===== src/rtl/msq_pkg.sv =====
package msq_pkg;

    // clock
    localparam int unsigned CLK_PERIOD_NS = 100;

    // widths
    localparam int CNT_W = 24;
    localparam int RATE_W = 16;
    localparam int RATE_SHIFT = 8;
    localparam int REV_RATE_SHIFT = 4;

    // time units
    localparam int unsigned BRAKE_UNIT_US = 100000;
    localparam int unsigned ALIGN_UNIT_US = 40000;
    localparam int unsigned ISD_UNIT_US = 10000;
    localparam int unsigned REV_BASE_US = 1000;
    localparam int unsigned ACCEL_TICK_US = 1000;
    localparam int unsigned IPD_MAX_US = 2000;
    localparam int unsigned IPD_GAP_US = 100;

    // least times, rounded up to whole cycles
    localparam int unsigned BRAKE_UNIT_CYC = (BRAKE_UNIT_US * 1000 + CLK_PERIOD_NS - 1) / CLK_PERIOD_NS;
    localparam int unsigned ALIGN_UNIT_CYC = (ALIGN_UNIT_US * 1000 + CLK_PERIOD_NS - 1) / CLK_PERIOD_NS;
    localparam int unsigned ISD_UNIT_CYC = (ISD_UNIT_US * 1000 + CLK_PERIOD_NS - 1) / CLK_PERIOD_NS;
    localparam int unsigned REV_BASE_CYC = (REV_BASE_US * 1000 + CLK_PERIOD_NS - 1) / CLK_PERIOD_NS;
    localparam int unsigned ACCEL_TICK_CYC = (ACCEL_TICK_US * 1000 + CLK_PERIOD_NS - 1) / CLK_PERIOD_NS;
    localparam int unsigned IPD_MAX_CYC = (IPD_MAX_US * 1000 + CLK_PERIOD_NS - 1) / CLK_PERIOD_NS;
    localparam int unsigned IPD_GAP_CYC = (IPD_GAP_US * 1000 + CLK_PERIOD_NS - 1) / CLK_PERIOD_NS;

    // reset values
    localparam logic [RATE_W-1:0] RATE_RST = 16'h0000;
    localparam logic [2:0] SECTOR_RST = 3'h0;
    localparam logic [2:0] ALIGN_START_SECTOR = 3'h3;

    // position sensing pair order: VW WV UV VU WU UW
    localparam logic [2:0] PAIR_VW = 3'h0;
    localparam logic [2:0] PAIR_UW = 3'h5;

    // forward commutation sector of each pair
    localparam logic [2:0] PAIR_TO_SECTOR [6] = '{3'h2, 3'h5, 3'h0, 3'h3, 3'h4, 3'h1};
    // pair driven in each forward sector
    localparam logic [2:0] SECTOR_TO_PAIR [6] = '{3'h2, 3'h5, 3'h0, 3'h3, 3'h4, 3'h1};

    typedef enum logic [3:0] {
        ST_POWER_ON    = 4'b0000,
        ST_SPEED_SENSE = 4'b0001,
        ST_BRAKE_CHECK = 4'b0010,
        ST_RESYNC      = 4'b0011,
        ST_REV_DRIVE   = 4'b0100,
        ST_BRAKE       = 4'b0101,
        ST_POS_CHECK   = 4'b0110,
        ST_POS_SENSE   = 4'b0111,
        ST_ALIGN       = 4'b1000,
        ST_ACCEL       = 4'b1001,
        ST_CLOSED      = 4'b1010
    } msq_state_t;

endpackage


===== src/rtl/msq_timer.sv =====
`timescale 1ns/1ns
module msq_timer (
    // clock and reset
    input wire logic clk_sys,
    input wire logic rst_n,
    // control
    input wire logic load,
    input wire logic [msq_pkg::CNT_W-1:0] loadValue,
    // status
    output logic expired
);

    logic [msq_pkg::CNT_W-1:0] count_r;
    logic [msq_pkg::CNT_W-1:0] count_nxt;

    always_comb begin
        count_nxt = count_r;
        if (load) begin
            count_nxt = loadValue;
        end else if (count_r != '0) begin
            count_nxt = count_r - msq_pkg::CNT_W'(1);
        end
    end

    always_ff @(posedge clk_sys) begin
        if (!rst_n) begin
            count_r <= '0;
        end else begin
            count_r <= count_nxt;
        end
    end

    assign expired = (count_r == '0);

endmodule


===== src/rtl/msq_speed_sense.sv =====
`timescale 1ns/1ns
module msq_speed_sense (
    // clock and reset
    input wire logic clk_sys,
    input wire logic rst_n,
    // control
    input wire logic restart,
    input wire logic [msq_pkg::CNT_W-1:0] timeoutCyc,
    // comparators
    input wire logic cmpUv,
    input wire logic cmpUw,
    // result
    output logic done,
    output logic stationary,
    output logic reverse,
    output logic [msq_pkg::CNT_W-1:0] period,
    output logic [2:0] sector
);

    logic prevUv_r, prevUv_nxt;
    logic prevUw_r, prevUw_nxt;
    logic [msq_pkg::CNT_W-1:0] cnt_r, cnt_nxt;
    logic [msq_pkg::CNT_W-1:0] period_r, period_nxt;
    logic [1:0] edges_r, edges_nxt;
    logic dirKnown_r, dirKnown_nxt;
    logic reverse_r, reverse_nxt;
    logic stationary_r, stationary_nxt;
    logic riseUv, riseAny;

    always_comb begin
        riseUv = cmpUv && !prevUv_r;
        riseAny = riseUv || (cmpUw && !prevUw_r);
        prevUv_nxt = cmpUv;
        prevUw_nxt = cmpUw;
        cnt_nxt = cnt_r;
        period_nxt = period_r;
        edges_nxt = edges_r;
        dirKnown_nxt = dirKnown_r;
        reverse_nxt = reverse_r;
        stationary_nxt = stationary_r;
        if (restart) begin
            cnt_nxt = '0;
            edges_nxt = 2'h0;
            dirKnown_nxt = 1'b0;
            stationary_nxt = 1'b0;
        end else if (!done) begin
            if (riseAny) begin
                // time between successive rising edges of either comparator
                cnt_nxt = msq_pkg::CNT_W'(1);
                if (edges_r != 2'h0) begin
                    period_nxt = cnt_r;
                end
                if (edges_r != 2'h2) begin
                    edges_nxt = edges_r + 2'h1;
                end
            end else if (cnt_r >= timeoutCyc) begin
                stationary_nxt = 1'b1;
            end else begin
                cnt_nxt = cnt_r + msq_pkg::CNT_W'(1);
            end
            if (riseUv) begin
                // uw already high at uv rise means uw leads: reverse
                reverse_nxt = cmpUw;
                dirKnown_nxt = 1'b1;
            end
        end
    end

    always_ff @(posedge clk_sys) begin
        if (!rst_n) begin
            prevUv_r <= 1'b0;
            prevUw_r <= 1'b0;
            cnt_r <= '0;
            period_r <= '0;
            edges_r <= 2'h0;
            dirKnown_r <= 1'b0;
            reverse_r <= 1'b0;
            stationary_r <= 1'b0;
        end else begin
            prevUv_r <= prevUv_nxt;
            prevUw_r <= prevUw_nxt;
            cnt_r <= cnt_nxt;
            period_r <= period_nxt;
            edges_r <= edges_nxt;
            dirKnown_r <= dirKnown_nxt;
            reverse_r <= reverse_nxt;
            stationary_r <= stationary_nxt;
        end
    end

    assign done = stationary_r || (edges_r == 2'h2 && dirKnown_r);
    assign stationary = stationary_r;
    assign reverse = reverse_r;
    assign period = period_r;
    assign sector = {1'b0, prevUv_r, prevUw_r};

endmodule


===== src/rtl/msq_start_sequencer.sv =====
`timescale 1ns/1ns
module msq_start_sequencer #(
    parameter int unsigned BRAKE_UNIT_CYC = msq_pkg::BRAKE_UNIT_CYC,
    parameter int unsigned ALIGN_UNIT_CYC = msq_pkg::ALIGN_UNIT_CYC,
    parameter int unsigned ISD_UNIT_CYC = msq_pkg::ISD_UNIT_CYC,
    parameter int unsigned REV_BASE_CYC = msq_pkg::REV_BASE_CYC,
    parameter int unsigned ACCEL_TICK_CYC = msq_pkg::ACCEL_TICK_CYC,
    parameter int unsigned IPD_MAX_CYC = msq_pkg::IPD_MAX_CYC
) (
    // clock and reset
    input wire logic clk_sys,
    input wire logic rst_n,
    // power state
    input wire logic wakeEvent,
    // configuration
    input wire logic speedSensingEnable,
    input wire logic [1:0] stationaryThreshold,
    input wire logic [2:0] reverseDriveSpeedLimit,
    input wire logic reverseDriveEnable,
    input wire logic [2:0] brakeDuration,
    input wire logic [3:0] positionSensingCurrentLimit,
    input wire logic [2:0] alignmentDuration,
    input wire logic [2:0] firstOrderAccel,
    input wire logic [2:0] secondOrderAccel,
    input wire logic [4:0] handoffSpeedThreshold,
    // motor feedback
    input wire logic dirIn,
    input wire logic cmpUv,
    input wire logic cmpUw,
    input wire logic ipdCurrentReached,
    // closed loop algorithm
    input wire logic [2:0] algHighSide,
    input wire logic [2:0] algLowSide,
    // phase drive, bit 0 U, bit 1 V, bit 2 W
    output logic [2:0] highSideOn,
    output logic [2:0] lowSideOn,
    // status
    output logic [3:0] seqState,
    output logic [2:0] openLoopSector,
    output logic [15:0] openLoopRate,
    output logic resyncLoad,
    output logic [2:0] resyncSector,
    output logic [23:0] resyncPeriod,
    output logic [2:0] ipdSector
);

    localparam int CW = msq_pkg::CNT_W;
    localparam int RW = msq_pkg::RATE_W;

    msq_pkg::msq_state_t state_r, state_nxt;
    logic dir_r, dir_nxt;
    logic [RW-1:0] rate_r, rate_nxt;
    logic [RW-1:0] accel2_r, accel2_nxt;
    logic [RW-1:0] phaseAcc_r, phaseAcc_nxt;
    logic [2:0] sector_r, sector_nxt;
    logic [2:0] ipdPair_r, ipdPair_nxt;
    logic ipdRelease_r, ipdRelease_nxt;
    logic [CW-1:0] ipdTime_r, ipdTime_nxt;
    logic [CW-1:0] ipdBest_r, ipdBest_nxt;
    logic [2:0] ipdBestIdx_r, ipdBestIdx_nxt;
    logic [2:0] hs_r, hs_nxt;
    logic [2:0] ls_r, ls_nxt;
    logic resyncLoad_r, resyncLoad_nxt;
    logic [2:0] resyncSector_r, resyncSector_nxt;
    logic [CW-1:0] resyncPeriod_r, resyncPeriod_nxt;

    logic senseRestart, senseDone, senseStationary, senseReverse;
    logic [CW-1:0] sensePeriod;
    logic [2:0] senseSector;
    logic durLoad, durExpired, tickExpired;
    logic [CW-1:0] durValue;
    logic [RW-1:0] accelStep, accel2Step;
    logic [RW:0] phaseSum, rateSum;
    logic [2:0] sectorInc;
    logic [5:0] pairPat;

    function automatic logic [5:0] pairDrive(input logic [2:0] pair);
        logic [5:0] pat;
        pat = 6'b000000;
        case (pair)
            3'h0: pat = 6'b010100;
            3'h1: pat = 6'b100010;
            3'h2: pat = 6'b001010;
            3'h3: pat = 6'b010001;
            3'h4: pat = 6'b100001;
            3'h5: pat = 6'b001100;
            default: pat = 6'b000000;
        endcase
        return pat;
    endfunction

    msq_speed_sense u_sense (
        .clk_sys(clk_sys),
        .rst_n(rst_n),
        .restart(senseRestart),
        .timeoutCyc(CW'(ISD_UNIT_CYC << stationaryThreshold)),
        .cmpUv(cmpUv),
        .cmpUw(cmpUw),
        .done(senseDone),
        .stationary(senseStationary),
        .reverse(senseReverse),
        .period(sensePeriod),
        .sector(senseSector)
    );

    msq_timer u_dur (
        .clk_sys(clk_sys),
        .rst_n(rst_n),
        .load(durLoad),
        .loadValue(durValue),
        .expired(durExpired)
    );

    msq_timer u_tick (
        .clk_sys(clk_sys),
        .rst_n(rst_n),
        .load(tickExpired),
        .loadValue(CW'(ACCEL_TICK_CYC - 1)),
        .expired(tickExpired)
    );

    always_comb begin
        state_nxt = state_r;
        dir_nxt = dirIn;
        rate_nxt = rate_r;
        accel2_nxt = accel2_r;
        phaseAcc_nxt = phaseAcc_r;
        sector_nxt = sector_r;
        ipdPair_nxt = ipdPair_r;
        ipdRelease_nxt = ipdRelease_r;
        ipdTime_nxt = ipdTime_r;
        ipdBest_nxt = ipdBest_r;
        ipdBestIdx_nxt = ipdBestIdx_r;
        hs_nxt = 3'h0;
        ls_nxt = 3'h0;
        resyncLoad_nxt = 1'b0;
        resyncSector_nxt = resyncSector_r;
        resyncPeriod_nxt = resyncPeriod_r;
        senseRestart = 1'b0;
        durLoad = 1'b0;
        durValue = '0;
        accel2Step = accel2_r + RW'(secondOrderAccel);
        accelStep = RW'(firstOrderAccel) + accel2Step;
        phaseSum = {1'b0, phaseAcc_r} + {1'b0, rate_r};
        rateSum = {1'b0, rate_r} + {1'b0, accelStep};
        sectorInc = (sector_r == 3'h5) ? 3'h0 : sector_r + 3'h1;
        pairPat = pairDrive(msq_pkg::SECTOR_TO_PAIR[sector_r]);
        case (state_r)
            msq_pkg::ST_POWER_ON: begin
                rate_nxt = msq_pkg::RATE_RST;
                accel2_nxt = '0;
                phaseAcc_nxt = '0;
                sector_nxt = msq_pkg::SECTOR_RST;
                if (speedSensingEnable) begin
                    state_nxt = msq_pkg::ST_SPEED_SENSE;
                    senseRestart = 1'b1;
                end else begin
                    state_nxt = msq_pkg::ST_BRAKE_CHECK;
                end
            end
            msq_pkg::ST_SPEED_SENSE: begin
                // phases stay off while coasting
                if (senseDone) begin
                    if (senseStationary) begin
                        state_nxt = msq_pkg::ST_BRAKE_CHECK;
                    end else if (!senseReverse) begin
                        state_nxt = msq_pkg::ST_RESYNC;
                        resyncLoad_nxt = 1'b1;
                        resyncSector_nxt = senseSector;
                        resyncPeriod_nxt = sensePeriod;
                    end else if (sensePeriod < CW'(REV_BASE_CYC >> reverseDriveSpeedLimit)) begin
                        senseRestart = 1'b1;
                    end else if (reverseDriveEnable) begin
                        state_nxt = msq_pkg::ST_REV_DRIVE;
                        rate_nxt = (RW'(reverseDriveSpeedLimit) + RW'(1)) << msq_pkg::REV_RATE_SHIFT;
                    end else begin
                        state_nxt = msq_pkg::ST_BRAKE_CHECK;
                    end
                end
            end
            msq_pkg::ST_RESYNC: begin
                state_nxt = msq_pkg::ST_CLOSED;
            end
            msq_pkg::ST_REV_DRIVE: begin
                hs_nxt = pairPat[5:3];
                ls_nxt = pairPat[2:0];
                if (tickExpired) begin
                    accel2_nxt = accel2Step;
                    phaseAcc_nxt = phaseSum[RW-1:0];
                    if (phaseSum[RW]) begin
                        sector_nxt = sectorInc;
                    end
                    if (rate_r <= accelStep) begin
                        // through zero, keep accelerating
                        rate_nxt = RW'(accelStep - rate_r);
                        state_nxt = msq_pkg::ST_ACCEL;
                    end else begin
                        rate_nxt = rate_r - accelStep;
                    end
                end
            end
            msq_pkg::ST_BRAKE_CHECK: begin
                if (brakeDuration != 3'h0) begin
                    state_nxt = msq_pkg::ST_BRAKE;
                    durLoad = 1'b1;
                    durValue = CW'(BRAKE_UNIT_CYC * brakeDuration);
                end else begin
                    state_nxt = msq_pkg::ST_POS_CHECK;
                end
            end
            msq_pkg::ST_BRAKE: begin
                ls_nxt = 3'b111;
                if (durExpired) begin
                    state_nxt = msq_pkg::ST_POS_CHECK;
                end
            end
            msq_pkg::ST_POS_CHECK: begin
                if (positionSensingCurrentLimit != 4'h0) begin
                    state_nxt = msq_pkg::ST_POS_SENSE;
                    ipdPair_nxt = msq_pkg::PAIR_VW;
                    ipdRelease_nxt = 1'b0;
                    ipdTime_nxt = '0;
                    ipdBest_nxt = '1;
                    ipdBestIdx_nxt = msq_pkg::PAIR_VW;
                end else begin
                    state_nxt = msq_pkg::ST_ALIGN;
                    durLoad = 1'b1;
                    durValue = CW'(ALIGN_UNIT_CYC * (alignmentDuration + 3'h1));
                end
            end
            msq_pkg::ST_ALIGN: begin
                hs_nxt = 3'b010;
                ls_nxt = 3'b100;
                if (durExpired) begin
                    state_nxt = msq_pkg::ST_ACCEL;
                    sector_nxt = msq_pkg::ALIGN_START_SECTOR;
                end
            end
            msq_pkg::ST_POS_SENSE: begin
                ipdTime_nxt = ipdTime_r + CW'(1);
                if (!ipdRelease_r) begin
                    {hs_nxt, ls_nxt} = pairDrive(ipdPair_r);
                    if (ipdCurrentReached || ipdTime_r >= CW'(IPD_MAX_CYC)) begin
                        hs_nxt = 3'h0;
                        ls_nxt = 3'h0;
                        ipdRelease_nxt = 1'b1;
                        ipdTime_nxt = '0;
                        if (ipdTime_r < ipdBest_r) begin
                            ipdBest_nxt = ipdTime_r;
                            ipdBestIdx_nxt = ipdPair_r;
                        end
                    end
                end else if (ipdTime_r >= CW'(msq_pkg::IPD_GAP_CYC)) begin
                    if (ipdPair_r == msq_pkg::PAIR_UW) begin
                        state_nxt = msq_pkg::ST_ACCEL;
                        sector_nxt = (msq_pkg::PAIR_TO_SECTOR[ipdBestIdx_r] == 3'h5) ? 3'h0 :
                            msq_pkg::PAIR_TO_SECTOR[ipdBestIdx_r] + 3'h1;
                    end else begin
                        ipdPair_nxt = ipdPair_r + 3'h1;
                        ipdRelease_nxt = 1'b0;
                        ipdTime_nxt = '0;
                    end
                end
            end
            msq_pkg::ST_ACCEL: begin
                hs_nxt = pairPat[5:3];
                ls_nxt = pairPat[2:0];
                if (rate_r > (RW'(handoffSpeedThreshold) << msq_pkg::RATE_SHIFT)) begin
                    state_nxt = msq_pkg::ST_CLOSED;
                end else if (tickExpired) begin
                    accel2_nxt = accel2Step;
                    rate_nxt = rateSum[RW] ? '1 : rateSum[RW-1:0];
                    phaseAcc_nxt = phaseSum[RW-1:0];
                    if (phaseSum[RW]) begin
                        sector_nxt = sectorInc;
                    end
                end
            end
            msq_pkg::ST_CLOSED: begin
                hs_nxt = algHighSide;
                ls_nxt = algLowSide;
            end
            default: begin
                state_nxt = msq_pkg::ST_POWER_ON;
            end
        endcase
        if (wakeEvent || dirIn != dir_r) begin
            state_nxt = msq_pkg::ST_POWER_ON;
            hs_nxt = 3'h0;
            ls_nxt = 3'h0;
            senseRestart = 1'b0;
            durLoad = 1'b0;
        end
    end

    always_ff @(posedge clk_sys) begin
        if (!rst_n) begin
            state_r <= msq_pkg::ST_POWER_ON;
            dir_r <= 1'b0;
            rate_r <= msq_pkg::RATE_RST;
            accel2_r <= '0;
            phaseAcc_r <= '0;
            sector_r <= msq_pkg::SECTOR_RST;
            ipdPair_r <= msq_pkg::PAIR_VW;
            ipdRelease_r <= 1'b0;
            ipdTime_r <= '0;
            ipdBest_r <= '1;
            ipdBestIdx_r <= msq_pkg::PAIR_VW;
            hs_r <= 3'h0;
            ls_r <= 3'h0;
            resyncLoad_r <= 1'b0;
            resyncSector_r <= 3'h0;
            resyncPeriod_r <= '0;
        end else begin
            state_r <= state_nxt;
            dir_r <= dir_nxt;
            rate_r <= rate_nxt;
            accel2_r <= accel2_nxt;
            phaseAcc_r <= phaseAcc_nxt;
            sector_r <= sector_nxt;
            ipdPair_r <= ipdPair_nxt;
            ipdRelease_r <= ipdRelease_nxt;
            ipdTime_r <= ipdTime_nxt;
            ipdBest_r <= ipdBest_nxt;
            ipdBestIdx_r <= ipdBestIdx_nxt;
            hs_r <= hs_nxt;
            ls_r <= ls_nxt;
            resyncLoad_r <= resyncLoad_nxt;
            resyncSector_r <= resyncSector_nxt;
            resyncPeriod_r <= resyncPeriod_nxt;
        end
    end

    assign highSideOn = hs_r;
    assign lowSideOn = ls_r;
    assign seqState = state_r;
    assign openLoopSector = sector_r;
    assign openLoopRate = rate_r;
    assign resyncLoad = resyncLoad_r;
    assign resyncSector = resyncSector_r;
    assign resyncPeriod = resyncPeriod_r;
    assign ipdSector = ipdBestIdx_r;

endmodule


===== config.mk =====
export PLATFORM = sky130hd
export DESIGN_NAME = msq_start_sequencer
export DESIGN_NICKNAME = d
export VERILOG_FILES = /design/src/rtl/msq_pkg.sv /design/src/rtl/msq_timer.sv /design/src/rtl/msq_speed_sense.sv /design/src/rtl/msq_start_sequencer.sv
export SDC_FILE = /design/constraint.sdc
export NUM_CORES = 1
export LEC_CHECK = 0
export ABC_AREA = 1
export BUFFER_PORTS_ARGS = -buffer_cell sky130_fd_sc_hd__buf_2
export CAP_MARGIN = 20
export CORE_ASPECT_RATIO = 1.1
export CORE_MARGIN = 1
export CORE_UTILIZATION = 55
export CTS_CLUSTER_SIZE = 8
export DETAILED_ROUTE_END_ITERATION = 8
export PLACE_DENSITY = 0.84
export SYNTH_ARGS = -nofsm -noshare
export SYNTH_HDL_FRONTEND = slang
export SYNTH_HIERARCHICAL = 1
export SYNTH_SLANG_ARGS = --single-unit

===== constraint.sdc =====
create_clock -name clk_sys -period 4.8 [get_ports clk_sys]
set_input_delay 0 -clock clk_sys [delete_from_list [all_inputs] [get_ports clk_sys]]
set_output_delay 0 -clock clk_sys [all_outputs]
set_load 0.05 [all_outputs]

==> reports/metrics.csv <==
stage,metric,value,unit
critical_path,Top delay family on crit path,adder cells,
job,# Max-Cap Violations,0,
grt,first-pass GRT wire length,97800,um
clock_tree,clock latency on the worst-skew pair,0.55,ns
grt,total grt overflow,0,
critical_path,Startpoint Class,flip-flop,
clock_tree,clock-pin transition on the worst setup and hold timing paths,0.05,ns
floorplan,cell row count,74,
place,Placed Area,21800,um2
critical_path,CP Buf/Inv Count,5,
clock_tree,CTS root buffer,clkbuf_16,
yosys,top_reg_cell synth,dfxtp_1,
critical_path,Critical Path Sink Type,flip-flop,
finish,fin area,23200,um2
finish,most frequent cells in the layout,"nand2_1, inv_1, nor2_1, nand3_1, dfxtp_1",
clock_tree,Clock Path Buffers,3,
sta,final cycle utilization of the critical path,0.923,
sta,Slew @ Worst Pin,0.896,ns
finish,Area growth syn-to-layout,11.1,%
yosys,Synth Instances,3315,
yosys,share of async-settable or async-resettable flops after synthesis,0,
detailed_routing,DRC viols,0,
detailed_routing,Routed Antenna Nets,0,
power_and_ir_drop,worst IR drop on VDD,0.316,mV
status,status,completed,
yosys,Post-Syn Area,20900,um2
finish,Final nets,3686,
grt,largest net degree at the start of global routing,69,
yosys,Avg Inst Size Synth,6.30,um2
detailed_routing,WL/cell,15.2,um
floorplan,effective utilization at floorplan,0.560,
yosys,Seq cells post-synth,248,
finish,fraction of layout cells with a size suffix above 1,0.107,
floorplan,# IOs,101,
min_path,Worst Hold Class,in -> reg,
sta,clk_skew,0.0188,ns
power_and_ir_drop,PwrDens,341,nW/um2
grt,initial antenna violation count,3,
sta,min cycle time layout,4.43,ns
floorplan,Die X,188,um
critical_path,CP Class,reg -> reg,
critical_path,crit-path max cell delay,0.45,ns
yosys,Yosys warnings,6,
finish,"most common cell after layout, fill and taps aside",nand2_1,
place,DP Worst Slack,0.000993,ns
critical_path,Crit path top cell by count,nand2_1,
clock_tree,Clock Sinks,248,
clock_tree,htree depth,2,
critical_path,WP data arrival,4.83,ns
floorplan,DIE AREA,38700,um2
critical_path,"Req. time, crit path",5.20,ns
sta,fmax,226,MHz
detailed_routing,DR iter-0 viols,1877,
grt,GRT Util Overall,0.307,
place,PortBufs,100,
clock_tree,CTS Buf Count,37,
detailed_routing,via count,21600,
sta,setup ws final,0.371,ns
clock_tree,CTS tree,built,
detailed_routing,drt pass-1 iters,7,
floorplan,core box area,37300,um2
yosys,Netlist cell types,66,
place,GPL Wtd Cong,1.01,
grt,vias in the first global route,20000,
power_and_ir_drop,Leak,11.6,nW
finish,"Core Util, Final",0.622,
sta,Final Slew Violations,0,
critical_path,"Max FO, Critical Path",10,
place,post-detail-place hpwl,44700,um
yosys,number of synthesized flops with an enable pin,0,
sta,final-report hold violation count,0,
sta,endpoints failing setup,0,
detailed_routing,final WL,60000,um
detailed_routing,vias per inst,5.47,
yosys,sequential-to-total area share from yosys stat,0.238,
floorplan,Die Span Y,206,um
critical_path,Worst path slowest cell,ha_1,
sta,worst rel slew slack,0.402,
[path summary, 6_finish.rpt]
path	from	end	slack, ns	depth (start not counted)
worst max-delay path	accel2_r[0]	openLoopRate[2]	0.37	25
worst min-delay path	reverseDriveSpeedLimit[0]	openLoopRate[4]	0.03	6
worst max register to register	accel2_r[0]	openLoopRate[2]	0.37	25
worst min register to register	u_sense/edges_r[0]	u_sense/edges_r[0]	0.45	1
[area by class of cell]
cell class	instances	area, um2
diodes	3	7.51
clock buffers	40	957
clock inverters	4	42.5
fillers	3522	14100
inverters	455	1720
multi-input cells	2557	14000
flip-flops and latches	248	4960
well taps	494	618
repair buffers	147	903
[metal layers]
metal | share of wire | global-route usage
met5 | 0 | 0
met1 | 0.44 | 0.386
met3 | 0.059 | 0.0443
met2 | 0.46 | 0.519
met4 | 0.039 | 0.139
[cell families (layout without fill, tap and decap cells)]
logic type | after synthesis | in the layout | synth area share
AO/OA/AOI/OAI | 498 | 498 | 0.131
AND/OR/NAND/NOR | 1750 | 1750 | 0.372
buffers and inverters | 549 | 646 | 0.105
adder cells (fa/ha/maj) | 199 | 199 | 0.122
XOR/XNOR | 68 | 68 | 0.0316
flip-flops | 248 | 248 | 0.238
other | 3 | 45 | 0.000539
[cell usage after synthesis, drive strengths merged (4+ instances only)]
master,n,area (um2)
a211oi,5,37.5
a21o,5,37.5
a21oi,250,1310
a22oi,4,30.0
a31oi,7,43.8
and2,10,62.6
and3,4,25.0
buf,54,322
clkbuf,40,151
clkinv,6,22.5
dfxtp,248,4960
fa,9,180
ha,190,2380
inv,449,1690
nand2,919,3600
nand3,276,1430
nand3b,4,30.0
nand4,67,419
nor2,405,1780
nor3,46,278
nor4,4,25.0
o211ai,6,45.0
o21a,17,128
o21ai,176,896
o21bai,4,30.0
o221ai,4,35.0
o22ai,9,56.3
or2,13,83.8
xnor2,16,166
xor2,52,493
[flip-flops by register name, indices dropped and copies added, names as in the netlist, 3 cells and up]
name	count
ipdBest_r	24
u_sense/cnt_r	24
resyncPeriod	24
ipdSector	3
openLoopSector	3
u_tick/count_r	24
resyncSector	3
accel2_r	16
u_sense/period	24
u_dur/count_r	24
highSideOn	3
ipdPair_r	3
seqState	4
lowSideOn	3
ipdTime_r	24
openLoopRate	16
phaseAcc_r	16
[where the power goes]
group	total, mW	internal [mW]	switching, mW
combinational	3.06	1.05	2.01
sequential	2.50	2.27	0.234
clock	2.35	1.40	0.950
total	7.92	4.73	3.19
[metrics by stage]
stage	std cells	total power [mW]	TNS, ns	hold slack [ns]
6_report	3948	7.92	0	0.0326
5_1_grt	3948	8.46	-0.139	0.0472
4_1_cts	3941	7.91	0	0.00724
3_5_place_dp	3877	5.52	0	0.203
3_3_place_gp	3877	5.46	0	0.197
2_1_floorplan	3354	4.97	0	0.0935
[worst min-delay path: stages]
cell and delay, ns:
buf_2 0.17, o22ai_1 0.10, nor2_1 0.10, nand2_1 0.06, nand2_1 0.05, a21oi_1 0.05
[repair_timing]
action / in CTS / in global routing
pin swaps: 0 / 3
endpoints found under the hold margin: 20 / 0
buffers inserted: 0 / 4
resized for setup: 1 / 24
setup endpoints to repair: 1 / 20
hold buffers: 20 / 0
(Power assumes the default switching activity.)
